File: src/logic/sfb_pkg.sv
package sfb_pkg;

    // ****************************************
    // register offsets
    // ****************************************
    localparam logic [7:0] SFB_OFS_CTRL  = 8'h73;
    localparam logic [7:0] SFB_OFS_START = 8'h74;
    localparam logic [7:0] SFB_OFS_LAT   = 8'h78;

    // ****************************************
    // reset values
    // ****************************************
    localparam logic [1:0] SFB_RST_CTRL  = 2'h0;
    localparam logic [7:0] SFB_RST_START = 8'h0E;
    localparam logic [5:0] SFB_RST_LAT   = 6'h23;

    // ****************************************
    // field positions
    // ****************************************
    localparam int SFB_CTRL_EN_BIT    = 1;
    localparam int SFB_CTRL_REDIR_BIT = 0;
    localparam int SFB_LAT_RD_LSB     = 3;
    localparam int SFB_LAT_WR_LSB     = 0;
    localparam int SFB_LAT_FLD_W      = 3;
    localparam int SFB_CNT_W          = 5;

    // ****************************************
    // timing and memory map constants
    // ****************************************
    localparam logic [4:0] SFB_LAT_STEP_CLKS = 5'h04;
    localparam logic [7:0] SFB_TOM_16MB      = 8'h20;
    localparam logic [7:0] SFB_HOLE15_START  = 8'h1E;
    localparam logic [7:0] SFB_HOLE14_START  = 8'h1C;
    localparam logic [1:0] SFB_HOLE_NONE     = 2'h0;
    localparam logic [1:0] SFB_HOLE_15MB     = 2'h1;
    localparam logic [1:0] SFB_HOLE_14MB     = 2'h2;

    // ****************************************
    // arbitration states
    // ****************************************
    typedef enum logic [1:0] {
        SFB_ST_IDLE,
        SFB_ST_WAIT,
        SFB_ST_BREAK,
        SFB_ST_GRANT
    } sfb_state_type;

endpackage : sfb_pkg

File: src/logic/sfb_timer_if.sv
`timescale 1ns/10ps
interface sfb_timer_if;
    import sfb_pkg::*;

    logic                     clear;
    logic                     run;
    logic [SFB_CNT_W-1:0]     limit;
    logic                     expired;

    modport ctl (output clear, output run, output limit, input expired);
    modport tmr (input clear, input run, input limit, output expired);

endinterface : sfb_timer_if

File: src/logic/sfb_arbiter.sv
// Chosen here: strobed register access.
`timescale 1ns/10ps
// What this block does
// - start register maps onto address bits 26:19
// - start register resets to 0Eh
// - latency timer bounds request to break delay
// - read latency field bits 5:3, four-clock steps
// - PCI read breaks on buffers full or timeout
// - write latency field bits 2:0, resets 011
// - write latency governs only single writes
// - single write breaks: timeout, empty, burst arrives
// - enabled buffer range is not L2 cacheable
// - enable plus redirect makes range DRAM buffer
// - enable without redirect forwards range to PCI
// - half-megabyte start, end at top or hole
// - disabled pins act as fourth PCI pair
module sfb_arbiter
    import sfb_pkg::*;
(
    // clock and reset
    input  wire logic        mclk_i,
    input  wire logic        rst_n_i,
    // register port
    input  wire logic [7:0]  reg_addr_i,
    input  wire logic [7:0]  reg_wdata_i,
    input  wire logic        reg_wr_i,
    input  wire logic        reg_rd_i,
    output logic      [7:0]  reg_rdata_o,
    // memory map and cycle address bits 26:19
    input  wire logic [7:0]  top_of_mem_i,
    input  wire logic [1:0]  hole_sel_i,
    input  wire logic [7:0]  cyc_addr_i,
    output logic             l2_uncacheable_o,
    output logic             route_pci_o,
    output logic             dram_buffer_hit_o,
    // shared request and grant pins
    input  wire logic        gfx_mem_request_n_i,
    output logic             gfx_mem_grant_n_o,
    // fourth pci pair to pci arbiter
    output logic             fourth_pci_request_n_o,
    input  wire logic        fourth_pci_grant_n_i,
    // dram cycle status
    input  wire logic        pci_read_i,
    input  wire logic        single_write_i,
    input  wire logic        burst_write_i,
    input  wire logic        d2p_full_i,
    input  wire logic        dram_write_buffers_empty_i,
    input  wire logic        dram_idle_i,
    output logic             dram_break_o,
    output logic             gfx_owns_dram_o
);

    // ****************************************
    // declarations
    // ****************************************
    logic [1:0]          ctrl;
    logic [7:0]          shared_buffer_start;
    logic [5:0]          gfx_latency_timer_reg;
    logic                shared_buffer_enable;
    logic                shared_buffer_redirect;
    logic                req_meta;
    logic                req_sync;
    logic                gfx_req;
    logic [7:0]          buf_end;
    logic                range_valid;
    logic                in_range;
    logic                read_break;
    logic                write_break;
    logic                wr_ctrl;
    logic                wr_start;
    logic                wr_lat;
    logic                next_grant;
    sfb_state_type       state;
    sfb_state_type       next_state;
    sfb_timer_if         tmr_if ();

    // ****************************************
    // functions
    // ****************************************
    function automatic logic [SFB_CNT_W-1:0] lat_limit(
        input logic [SFB_LAT_FLD_W-1:0] code
    );
        logic [9:0] prod;
        prod = {7'h00, code} * {5'h00, SFB_LAT_STEP_CLKS};
        lat_limit = prod[SFB_CNT_W-1:0];
    endfunction : lat_limit

    function automatic logic [7:0] range_end(
        input logic [7:0] tom,
        input logic [1:0] hole
    );
        range_end = tom;
        if (tom == SFB_TOM_16MB) begin
            case (hole)
                SFB_HOLE_15MB: range_end = SFB_HOLE15_START;
                SFB_HOLE_14MB: range_end = SFB_HOLE14_START;
                default:       range_end = tom;
            endcase
        end
    endfunction : range_end

    function automatic logic addr_in(
        input logic [7:0] addr,
        input logic [7:0] lo,
        input logic [7:0] hi
    );
        addr_in = (addr >= lo) && (addr < hi);
    endfunction : addr_in

    function automatic logic reg_hit(
        input logic       strobe,
        input logic [7:0] addr,
        input logic [7:0] ofs
    );
        reg_hit = strobe && (addr == ofs);
    endfunction : reg_hit

    // ****************************************
    // register write decode
    // ****************************************
    assign wr_ctrl  = reg_hit(reg_wr_i, reg_addr_i, SFB_OFS_CTRL);
    assign wr_start = reg_hit(reg_wr_i, reg_addr_i, SFB_OFS_START);
    assign wr_lat   = reg_hit(reg_wr_i, reg_addr_i, SFB_OFS_LAT);

    // ****************************************
    // control register
    // ****************************************
    always_ff @(posedge mclk_i) begin
        if (!rst_n_i) begin
            ctrl <= SFB_RST_CTRL;
        end else if (wr_ctrl) begin
            ctrl <= reg_wdata_i[1:0];
        end
    end

    assign shared_buffer_enable   = ctrl[SFB_CTRL_EN_BIT];
    assign shared_buffer_redirect = ctrl[SFB_CTRL_REDIR_BIT];

    // ****************************************
    // start address register
    // ****************************************
    always_ff @(posedge mclk_i) begin
        if (!rst_n_i) begin
            shared_buffer_start <= SFB_RST_START;
        end else if (wr_start) begin
            shared_buffer_start <= reg_wdata_i;
        end
    end

    // ****************************************
    // latency timer register
    // ****************************************
    always_ff @(posedge mclk_i) begin
        if (!rst_n_i) begin
            gfx_latency_timer_reg <= SFB_RST_LAT;
        end else if (wr_lat) begin
            gfx_latency_timer_reg <= reg_wdata_i[5:0];
        end
    end

    // ****************************************
    // read data, one cycle after strobe
    // ****************************************
    always_ff @(posedge mclk_i) begin
        if (!rst_n_i) begin
            reg_rdata_o <= 8'h00;
        end else if (reg_rd_i) begin
            case (reg_addr_i)
                SFB_OFS_CTRL:  reg_rdata_o <= {6'h00, ctrl};
                SFB_OFS_START: reg_rdata_o <= shared_buffer_start;
                SFB_OFS_LAT:   reg_rdata_o <= {2'h0, gfx_latency_timer_reg};
                default:       reg_rdata_o <= 8'h00;
            endcase
        end else begin
            reg_rdata_o <= 8'h00;
        end
    end

    // ****************************************
    // buffer range decode
    // ****************************************
    assign buf_end     = range_end(top_of_mem_i, hole_sel_i);
    assign range_valid = shared_buffer_start < buf_end;
    assign in_range    = shared_buffer_enable && range_valid
                         && addr_in(cyc_addr_i, shared_buffer_start, buf_end);

    always_ff @(posedge mclk_i) begin
        if (!rst_n_i) begin
            l2_uncacheable_o <= 1'b0;
        end else begin
            l2_uncacheable_o <= in_range;
        end
    end

    always_ff @(posedge mclk_i) begin
        if (!rst_n_i) begin
            route_pci_o <= 1'b0;
        end else begin
            route_pci_o <= in_range && !shared_buffer_redirect;
        end
    end

    always_ff @(posedge mclk_i) begin
        if (!rst_n_i) begin
            dram_buffer_hit_o <= 1'b0;
        end else begin
            dram_buffer_hit_o <= in_range && shared_buffer_redirect;
        end
    end

    // ****************************************
    // request pin synchroniser
    // ****************************************
    always_ff @(posedge mclk_i) begin
        if (!rst_n_i) begin
            req_meta <= 1'b1;
            req_sync <= 1'b1;
        end else begin
            req_meta <= gfx_mem_request_n_i;
            req_sync <= req_meta;
        end
    end

    assign gfx_req = shared_buffer_enable && !req_sync;

    // ****************************************
    // break conditions
    // ****************************************
    assign read_break  = pci_read_i && (d2p_full_i || tmr_if.expired);
    assign write_break = single_write_i
                         && (tmr_if.expired || dram_write_buffers_empty_i
                             || burst_write_i);

    // ****************************************
    // latency timer
    // ****************************************
    assign tmr_if.run   = (state == SFB_ST_WAIT);
    assign tmr_if.clear = (state != SFB_ST_WAIT) || !gfx_req;
    assign tmr_if.limit = pci_read_i
        ? lat_limit(gfx_latency_timer_reg[SFB_LAT_RD_LSB +: SFB_LAT_FLD_W])
        : lat_limit(gfx_latency_timer_reg[SFB_LAT_WR_LSB +: SFB_LAT_FLD_W]);

    sfb_latency_timer u_timer (
        .mclk_i  (mclk_i),
        .rst_n_i (rst_n_i),
        .tmr     (tmr_if.tmr)
    );

    // ****************************************
    // arbitration state machine
    // ****************************************
    always_comb begin
        next_state = state;
        case (state)
            SFB_ST_IDLE: begin
                if (gfx_req) begin
                    if (pci_read_i || single_write_i) begin
                        next_state = SFB_ST_WAIT;
                    end else if (dram_idle_i) begin
                        next_state = SFB_ST_GRANT;
                    end
                end
            end
            SFB_ST_WAIT: begin
                if (!gfx_req) begin
                    next_state = SFB_ST_IDLE;
                end else if (read_break || write_break) begin
                    next_state = SFB_ST_BREAK;
                end else if (!pci_read_i && !single_write_i) begin
                    // burst writes are not timed
                    next_state = SFB_ST_BREAK;
                end
            end
            SFB_ST_BREAK: begin
                if (!gfx_req) begin
                    next_state = SFB_ST_IDLE;
                end else if (dram_idle_i) begin
                    next_state = SFB_ST_GRANT;
                end
            end
            SFB_ST_GRANT: begin
                if (!gfx_req) begin
                    next_state = SFB_ST_IDLE;
                end
            end
            default: begin
                next_state = SFB_ST_IDLE;
            end
        endcase
    end

    always_ff @(posedge mclk_i) begin
        if (!rst_n_i) begin
            state <= SFB_ST_IDLE;
        end else begin
            state <= next_state;
        end
    end

    // ****************************************
    // grant decode
    // ****************************************
    assign next_grant = (next_state == SFB_ST_GRANT);

    // ****************************************
    // dram ownership outputs
    // ****************************************
    always_ff @(posedge mclk_i) begin
        if (!rst_n_i) begin
            dram_break_o <= 1'b0;
        end else begin
            dram_break_o <= (next_state == SFB_ST_BREAK);
        end
    end

    always_ff @(posedge mclk_i) begin
        if (!rst_n_i) begin
            gfx_owns_dram_o <= 1'b0;
        end else begin
            gfx_owns_dram_o <= next_grant;
        end
    end

    // ****************************************
    // shared pin function select
    // ****************************************
    always_ff @(posedge mclk_i) begin
        if (!rst_n_i) begin
            gfx_mem_grant_n_o <= 1'b1;
        end else if (shared_buffer_enable) begin
            gfx_mem_grant_n_o <= !next_grant;
        end else begin
            gfx_mem_grant_n_o <= fourth_pci_grant_n_i;
        end
    end

    always_ff @(posedge mclk_i) begin
        if (!rst_n_i) begin
            fourth_pci_request_n_o <= 1'b1;
        end else if (shared_buffer_enable) begin
            fourth_pci_request_n_o <= 1'b1;
        end else begin
            fourth_pci_request_n_o <= req_sync;
        end
    end

endmodule : sfb_arbiter

File: src/logic/sfb_latency_timer.sv
`timescale 1ns/10ps
module sfb_latency_timer
    import sfb_pkg::*;
(
    // clock and reset
    input  wire logic  mclk_i,
    input  wire logic  rst_n_i,
    // control from arbiter
    sfb_timer_if.tmr   tmr
);

    logic [SFB_CNT_W-1:0] count;

    // ****************************************
    // host clock counter
    // ****************************************
    always_ff @(posedge mclk_i) begin
        if (!rst_n_i || tmr.clear) begin
            count <= '0;
        end else if (tmr.run && (count < tmr.limit)) begin
            count <= count + 5'h01;
        end
    end

    // limit of zero expires at once
    assign tmr.expired = tmr.run && (count >= tmr.limit);

endmodule : sfb_latency_timer

File: config.mk
export PLATFORM = sky130hd
export DESIGN_NAME = sfb_arbiter
export DESIGN_NICKNAME = d
export VERILOG_FILES = /design/src/logic/sfb_pkg.sv /design/src/logic/sfb_timer_if.sv /design/src/logic/sfb_arbiter.sv /design/src/logic/sfb_latency_timer.sv
export SDC_FILE = /design/constraint.sdc
export NUM_CORES = 1
export LEC_CHECK = 0
export BUFFER_PORTS_ARGS = -buffer_cell sky130_fd_sc_hd__buf_4
export CORE_UTILIZATION = 47
export CTS_CLUSTER_SIZE = 14
export DETAILED_ROUTE_END_ITERATION = 8
export PLACE_DENSITY = 0.83
export SLEW_MARGIN = 20
export SYNTH_ARGS = -nofsm -noshare
export SYNTH_HDL_FRONTEND = slang
export SYNTH_SLANG_ARGS = --single-unit
File: constraint.sdc
create_clock -name mclk_i -period 2.15 [get_ports mclk_i]
set_clock_uncertainty 0.05 [all_clocks]
set_input_delay 0.43 -clock mclk_i [delete_from_list [all_inputs] [get_ports mclk_i]]
set_output_delay 0.43 -clock mclk_i [all_outputs]
set_load 0.01 [all_outputs]
* Yosys cells after proc, flatten, opt, wreduce, memory -nomap -nowiden
Index checks and enable logic that the tools add are counted.
Word-level totals: flip-flop bits (word level) 40, input port bits 46, output and inout bits 15
Operators by class: mux-type cells 14, reductions and logical operators 31, add/subtract/negate cells 1, equal/unequal tests 12, bitwise logic cells 1, magnitude comparators 5
Operator list (count):
- equality test 8 x 7 -> 1 bit (second input constant) | 3
- one-hot mux 8 bit (3 select lines) | 1
- less-than comparator 8 bit | 2
- two-way mux 2 bit | 8
- one-hot mux 8 bit (2 select lines) | 1
- logical AND 1 bit | 14
- equality test 2 bit (second input constant) | 5
- equality test 8 x 6 -> 1 bit (second input constant) | 1
- >= comparator 8 bit | 1
- two-way mux 8 bit | 1
- one-hot mux 2 bit (4 select lines) | 1
- zero test 1 bit | 7
- logical OR 1 bit | 7
- adder 5 x 1 -> 5 bit (second input constant) | 1
- >= comparator 5 bit | 1
- less-than comparator 5 bit | 1
- two-way mux 5 bit | 1
- equality test 2 x 1 -> 1 bit (second input constant) | 2
- zero test 2 bit | 1
- != test 2 x 1 -> 1 bit (second input constant) | 1
- AND reduction 2 bit | 1
- OR reduction 2 bit | 1
- two-way mux 1 bit | 1
- NOT 1 bit | 1

* Longest topological paths before layout
Gate-level depths: netlist of run 1.
depth after elaboration 13, mapped depth 11

* By module
From an unflattened synthesis of run 1, not the netlist that was laid out.
Unflattened totals: cell total of the unflattened synthesis 263, area total of the unflattened synthesis 2379.8 µm²
By module, submodules not included:
- sfb_arbiter | seq. area each 700.7 µm², area an instance 1998.2 µm², cells an instance 215, times used 1
- sfb_latency_timer | seq. area each 100.1 µm², area an instance 381.6 µm², cells an instance 48, times used 1

* Worst setup path before layout of run 1
OpenSTA, ideal clock, no wires.
path type input-to-reg, from input port hole_sel_i[1], to register dram_buffer_hit_o, setup time 0.078 ns, stages 11, data arrival time 2.109 ns, setup slack -0.087 ns, cells stage by stage inv_1 ha_1 nor3_1 and4_1 a21oi_1 ha_1 o21ai_0 o21bai_1 a21oi_1 o221ai_1 nor3_1
Between the ends: longest elaborated chain between the ends 7
Ends and longest elaborated chain:
- from (decl) | RTL line sfb_arbiter.sv:31 | input wire logic [1:0] hole_sel_i,
- equality test 2 bit or equality test 2 x 1 -> 1 bit (tied branches) | RTL line sfb_arbiter.sv:94 | case (hole)
- one-hot mux 8 bit (2 select lines) * | RTL line sfb_arbiter.sv:94
- two-way mux 8 bit * | RTL line sfb_arbiter.sv:93 | if (tom == SFB_TOM_16MB) begin
- less-than comparator 8 bit (on tied branches) | RTL line sfb_arbiter.sv:183, sfb_arbiter.sv:107
- logical AND 1 bit (on tied branches) | RTL line sfb_arbiter.sv:184, sfb_arbiter.sv:107
- logical AND 1 bit * | RTL line sfb_arbiter.sv:185 | && addr_in(cyc_addr_i, shared_buffer_start, buf_end);
- logical AND 1 bit * | RTL line sfb_arbiter.sv:207 | dram_buffer_hit_o <= in_range && shared_buffer_redirect;
- to (signal assigned) | RTL line sfb_arbiter.sv:207
- to (decl) | RTL line sfb_arbiter.sv:35 | output logic dram_buffer_hit_o,
Every way passes the cells marked *; elsewhere a longest branch is shown, timed or not. A chain may end at the register's enable or synchronous reset.

* Worst setup path after layout of run 1
from input port hole_sel_i[1], to register route_pci_o
Between the ends: longest elaborated chain between the ends 7
Ends and longest elaborated chain:
- equality test 2 bit or equality test 2 x 1 -> 1 bit (tied branches) | RTL line sfb_arbiter.sv:94
- one-hot mux 8 bit (2 select lines) * | RTL line sfb_arbiter.sv:94
- two-way mux 8 bit * | RTL line sfb_arbiter.sv:93
- less-than comparator 8 bit (on tied branches) | RTL line sfb_arbiter.sv:183, sfb_arbiter.sv:107
- logical AND 1 bit (on tied branches) | RTL line sfb_arbiter.sv:184, sfb_arbiter.sv:107
- logical AND 1 bit * | RTL line sfb_arbiter.sv:185
- logical AND 1 bit * | RTL line sfb_arbiter.sv:199 | route_pci_o <= in_range && !shared_buffer_redirect;
- to (signal assigned) | RTL line sfb_arbiter.sv:199
- to (decl) | RTL line sfb_arbiter.sv:34 | output logic route_pci_o,
Marked as above.

==> results.sh, run 1 <==
export IMPL_grt_usage=0.206
export IMPL_drc=0
export IMPL_layout_common_cells="67 x buf_4, 40 x dfxtp_1, 30 x nand2_1"
export IMPL_final_cell_count_no_fill=376
export IMPL_slowest_delay_ps=330
export IMPL_path_clk_slew_ps=90
export IMPL_setup_viol=0
export IMPL_portBuffers=60
export IMPL_reg2reg_depth=7
export IMPL_syn2layout_area_growth_pct=31.3
export IMPL_peakVddDrop_mv=0.277
export IMPL_wl_per_cell_um=13.7
export IMPL_synthCells=252
export IMPL_switchingPower_mw=0.374
export IMPL_yosysTopAreaCell="dfxtp_1"
export IMPL_reg2reg_slack_ps=310
export IMPL_clk_latency_ps=290
export IMPL_async_flop_share=0
export IMPL_dpl_cell_area_um2=2850
export IMPL_antenna_found_initial=0
export IMPL_io_pins=61
export IMPL_grt_max_degree=22
export IMPL_rsz0062_at_grt="false"
export IMPL_cts_tree="done"
export IMPL_worst_setup_path_start_kind="input port"
export IMPL_post_dp_hpwl_mm=4.18
export IMPL_ys_types=49
export IMPL_cts_root_buf="clkbuf_8"
export IMPL_numCtsBuffers=5
export IMPL_p_leak_nw=1.32
export IMPL_htreeDepth=2
export IMPL_power_density_nw_per_um2=527
export IMPL_reg2reg_from="gfx_latency_timer_reg[4]"
export IMPL_pwr_share_comb=0.136
export IMPL_synth_seq_cells=40
export IMPL_grt_pass1_vias=1996
export IMPL_drive_gt1_frac=0.298
export IMPL_syn_num_nets=326
export IMPL_final_hold_violation_count=0
export IMPL_p_int_mw=1.21
export IMPL_yosysWarnings=0
export IMPL_worstPathArrival_ps=2190
export IMPL_syn_avg_cell_area_um2=9.07
export IMPL_clock_tree_buffer_depth=2
export IMPL_synth_edf_count=0
export IMPL_num_rows=25
export IMPL_p_sw_frac=0.236
export IMPL_clock_fmax_ghz=0.487
export IMPL_num_vias=2059
export IMPL_first_iter_violations=71
export IMPL_yosysSeqAreaShare=0.350
export IMPL_ys_flop_type="dfxtp_1"
export IMPL_core_area_um2=4690
export IMPL_drv_slew=0
export IMPL_wl_mm=5.13
export IMPL_ant_nets=0
export IMPL_worst_pin_slew_ps=502
export IMPL_yosys_top_cells_area="dfxtp_1 35%, ha_1 15%, nand2_1 4.9%, mux2i_1 3.9%, nor2_1 3.3%"
export IMPL_clock_sinks=40
export IMPL_grt_pass1_wl_mm=8.36
export IMPL_cts_setup_buffers=0
export IMPL_holdPathEnd="req_meta"
export IMPL_n_antenna_cell=0
export IMPL_fillers=383
export IMPL_drt_vias_per_instance=5.48
export IMPL_fin_nets=395
export IMPL_slew_limit_headroom=0.663
export IMPL_worstHoldStart="gfx_mem_request_n_i"
export IMPL_dp_cells=368
export IMPL_hold_path_class="in -> reg"
export IMPL_status="complete, no violations"
export IMPL_worstPathMaxFanout=3
export IMPL_seq_power_share=0.471
export IMPL_min_period_ps=2050
export IMPL_worstSetupPathType="in -> reg"
export IMPL_ctsHoldBuffers=0
export IMPL_slowest_stage="ha_2"
export IMPL_routabilityCongestion=0.805
export IMPL_timing_rr_end="u_timer.count[4]"
export IMPL_max_cap_viol_count=0
export IMPL_cp_required_ps=2280
export IMPL_die_area_um2=5150
export IMPL_crit_chain="buf_4, inv_2, ha_4, nor3_4, and4_4, a21oi_2, ha_2, o21ai_1, o21bai_1, a21oi_1, o221ai_2, nor3_1"
export IMPL_die_h_um=71.7
export IMPL_final_common_cell="buf_4"
export IMPL_netlist_area_um2=2290
export IMPL_fin_crit_sh=0.955
export IMPL_grt_ovfl_total=0
export IMPL_p_clk_frac=0.393
export IMPL_dr_pass1_iters=4
export IMPL_synth_top_area_frac=0.350
export IMPL_crit_path_end_kind="register"
export IMPL_fp_dieW_um=71.7
export IMPL_initial_core_util=0.487
export IMPL_design_area_um2=3000
export IMPL_whs_path_depth=2
worst max-delay path by stage:
stage | slack, ps | to | startpoint
global route | 30 | route_pci_o | hole_sel_i[1]
finish | 100 | route_pci_o | hole_sel_i[1]
floorplan | 2 | dram_buffer_hit_o | hole_sel_i[1]
CTS | 60 | dram_buffer_hit_o | hole_sel_i[0]
detailed placement | -250 | dram_buffer_hit_o | hole_sel_i[0]
global placement | -160 | dram_buffer_hit_o | hole_sel_i[0]
kinds of logic (layout without fill, tap and decap cells):
kind of cell	Yosys count	after routing	share of synthesized area
simple gates	102	102	0.258
compound gates	47	47	0.144
flops	40	40	0.350
fa+ha+maj	28	28	0.153
buf+inv	22	92	0.0389
mux	10	10	0.0443
xor+xnor	3	3	0.0115
repair_timing:
| item | 4_1_cts | 5_1_grt |
|---|---|---|
| setup endpoints to repair | 0 | 3 |
| endpoints found under the hold margin | 0 | 0 |
| gates resized for setup | 0 | 7 |
power by group through the flow:
stage                     registers, mW  clock network, mW  logic [mW]
after CTS                         0.745              0.633       0.207
after detailed placement          0.763                  0       0.206
after floorplan                   0.763                  0      0.0953
after global placement            0.763                  0       0.198
final                             0.745              0.623       0.215
after global routing              0.746              0.664       0.236
final cells by class:
class	instances	area [um^2]	area share
clock buffers	5	68.8	0.0229
repair buffers	67	503	0.168
inverters	17	63.8	0.0213
well taps	54	67.6	0.0225
clock inverters	3	47.5	0.0158
flip-flops and latches	40	801	0.267
multi-input cells	190	1450	0.483
metrics by stage:
step / TNS (ps) / util / power (mW) / worst slack [ps] / hold WS (ps)
after CTS: 0 / 0.632 / 1.58 / 64.4 / 266
after global placement: -425 / 0.607 / 0.961 / -161 / 345
after floorplan: 0 / - / 0.858 / 1.61 / 336
after detailed placement: -690 / 0.607 / 0.969 / -248 / 348
final: 0 / 0.640 / 1.58 / 97.4 / 268
after global routing: 0 / 0.640 / 1.65 / 32.6 / 272
worst max-delay path: cells and delay by family:
| kind | cells | cell delay (ps) |
|---|---|---|
| compound gates | 5 | 620 |
| simple gates | 3 | 440 |
| buf+inv | 2 | 160 |
| fa+ha+maj | 2 | 520 |
Yosys cell counts (all sizes together) (2+ instances only):
cell type  count
a22o           2
clkbuf         2
o21bai         2
dfxtp         40
a21boi         7
nand2         30
nand3          8
nor2          20
nand2b         6
o21ai          7
nand4b         4
nor2b          8
a21oi          8
xnor2          3
and2           2
mux2i          9
nand4          6
and3           2
a31oi          3
buf            3
ha            28
a22oi          7
nor3           6
nor4           2
inv           17
o211ai         4
nor3b          2
per-layer routing:
metal,track usage,up-vias,share of wire
met4,0.0719,0,0.0088
li1,-,1040,-
met3,0.0338,5,0.040
met5,0,-,0
met2,0.395,47,0.53
met1,0.226,967,0.43
Power figures use the tool's default switching activity.
==> run 2, diff against run 1 <==
==> constraint.sdc (replaced) <==
create_clock -name mclk_i -period 2.15 [get_ports mclk_i]
set_clock_uncertainty 0.05 [all_clocks]
set_input_delay 0 -clock mclk_i [delete_from_list [all_inputs] [get_ports mclk_i]]
set_output_delay 0 -clock mclk_i [all_outputs]
set_load 0.01 [all_outputs]
==> run 2 against run 1 <==
Compared with the run above:
- count of clock-buffer cells in the layout stayed put
- setup slack better by 83 ps
- combinational power is 2% higher
- global-route usage is 1.4 points higher
- critical path type unchanged
- critical endpoint is now shared_buffer_start[2]
- largest cell class unchanged
- largest power group unchanged
==> results.sh, run 2 (synthesis results as in run 1) <==
export IMPL_first_iter_violations=61
export IMPL_multi_input_area_um2=1400
export IMPL_clock_fmax_ghz=0.508
export IMPL_cp_required_ps=2330
export IMPL_fin_nets=410
export IMPL_grt_max_degree=22
export IMPL_htreeDepth=2
export IMPL_final_hold_violation_count=0
export IMPL_design_area_um2=3080
export IMPL_peakVddDrop_mv=0.281
export IMPL_clk_latency_ps=290
export IMPL_die_area_um2=5150
export IMPL_num_vias=2117
export IMPL_final_common_cell="buf_4"
export IMPL_path_clk_slew_ps=80
export IMPL_reg2reg_depth=7
export IMPL_worst_pin_slew_ps=464
export IMPL_syn2layout_area_growth_pct=34.8
export IMPL_clock_sinks=40
export IMPL_hold_path_class="in -> reg"
export IMPL_fillers=398
export IMPL_dpl_cell_area_um2=2790
export IMPL_portBuffers=60
export IMPL_ant_nets=0
export IMPL_min_period_ps=1970
export IMPL_worstPathArrival_ps=2150
export IMPL_fin_crit_sh=0.916
export IMPL_crit_path_end_kind="register"
export IMPL_num_rows=25
export IMPL_io_pins=61
export IMPL_worstSetupPathType="in -> reg"
export IMPL_clock_tree_buffer_depth=2
export IMPL_rsz0062_at_grt="false"
export IMPL_wl_mm=5.21
export IMPL_setup_tns_ps=0
export IMPL_initial_core_util=0.487
export IMPL_p_leak_nw=1.34
export IMPL_reg2reg_from="gfx_latency_timer_reg[4]"
export IMPL_drv_slew=0
export IMPL_grt_pass1_vias=2068
export IMPL_cts_resized=0
export IMPL_max_cap_viol_count=0
export IMPL_power_density_nw_per_um2=474
export IMPL_post_dp_hpwl_mm=4.03
export IMPL_setup_viol=0
export IMPL_numCtsBuffers=5
export IMPL_cts_tree="done"
export IMPL_worstPathMaxFanout=11
export IMPL_status="complete, no violations"
export IMPL_slew_limit_headroom=0.688
export IMPL_worst_setup_path_start_kind="input port"
export IMPL_n_antenna_cell=0
export IMPL_power_total_mw=1.46
export IMPL_dr_pass1_iters=4
export IMPL_grt_pass1_wl_mm=9.01
export IMPL_layout_common_cells="62 x buf_4, 40 x dfxtp_1, 30 x nand2_1"
export IMPL_antenna_found_initial=0
export IMPL_grt_ovfl_total=0
export IMPL_drc=0
export IMPL_startpoint="reg_addr_i[3]"
export IMPL_critPathCapture="shared_buffer_start[2]"
export IMPL_grt_usage=0.220
export IMPL_fp_dieW_um=71.7
export IMPL_core_area_um2=4690
export IMPL_timing_rr_end="u_timer.count[4]"
export IMPL_die_h_um=71.7
export IMPL_cts_root_buf="clkbuf_8"
export IMPL_drive_gt1_frac=0.240
export IMPL_reg2reg_slack_ps=250
export IMPL_drt_vias_per_instance=5.41
export IMPL_routabilityCongestion=0.802
export IMPL_regArea_um2=801
export IMPL_wl_per_cell_um=13.3
==> run 2: cell types whose count changed in the layout (fill, tap and decap cells not counted), moves of 2 or more <==
cell / change
buf_4: -5
clkinv_2: +2
dlygate4sd3_1: +20
ha_1: +2
nor3_1: +2
nor3b_1: +2
nor3b_2: -2
o21ai_0: +2
o21ai_1: -2
==> run 2: critical path, stage by stage <==
cell and delay (ps):
dlygate4sd3_1 540, buf_4 150, nor2b_1 110, buf_4 170
and3_1 410, nand2_1 100, o211ai_1 100, dlygate4sd3_1 570
==> run 2: cell type report <==
class	instances	area share
multi-input cells	190	0.453
clock inverters	3	0.00609
inverters	17	0.0207
well taps	54	0.0219
repair buffers	82	0.216
clock buffers	5	0.0223
flip-flops and latches	40	0.260
==> run 2: worst min path at each step <==
stage          cells after the start       end                 from  slack, ps
2_1_floorplan                      1  req_meta  gfx_mem_request_n_i         50
3_3_place_gp                       2  req_meta  gfx_mem_request_n_i        130
3_5_place_dp                       2  req_meta  gfx_mem_request_n_i        140
4_1_cts                            4   ctrl[0]        reg_addr_i[2]         10
5_1_grt                            4   ctrl[1]        reg_addr_i[2]         40
6_report                           4   ctrl[0]        reg_addr_i[2]         10
==> run 2: repair_timing <==
action,CTS,global route
setup buffers,0,0
hold buffers,20,0
hold endpoints to repair,21,0
==> run 2: routing by layer <==
layer | GRT usage | part of all wire | up-vias
li1 | - | - | 1067
met1 | 0.262 | 0.45 | 997
met2 | 0.391 | 0.50 | 47
met3 | 0.0520 | 0.041 | 6
met4 | 0.0675 | 0.011 | 0
met5 | 0 | 0 | -
==> run 2: metrics by stage <==
stage,utilization,setup slack (ps),hold WS (ps),std cells
global placement,0.595,107,134,363
finish,0.657,180,12.3,391
global route,0.657,46.4,38.7,391
floorplan,-,343,51.5,252
detailed placement,0.595,-3.31,140,363
CTS,0.657,221,10.2,391
==> run 2: power breakdown <==
group          switching [mW]  internal, mW  total [mW]  leakage (nW)
Sequential            0.00141         0.744       0.745         0.323
Combinational          0.0949         0.125       0.220         0.974
Clock                   0.270         0.226       0.496        0.0479
Total                   0.366          1.09        1.46          1.34
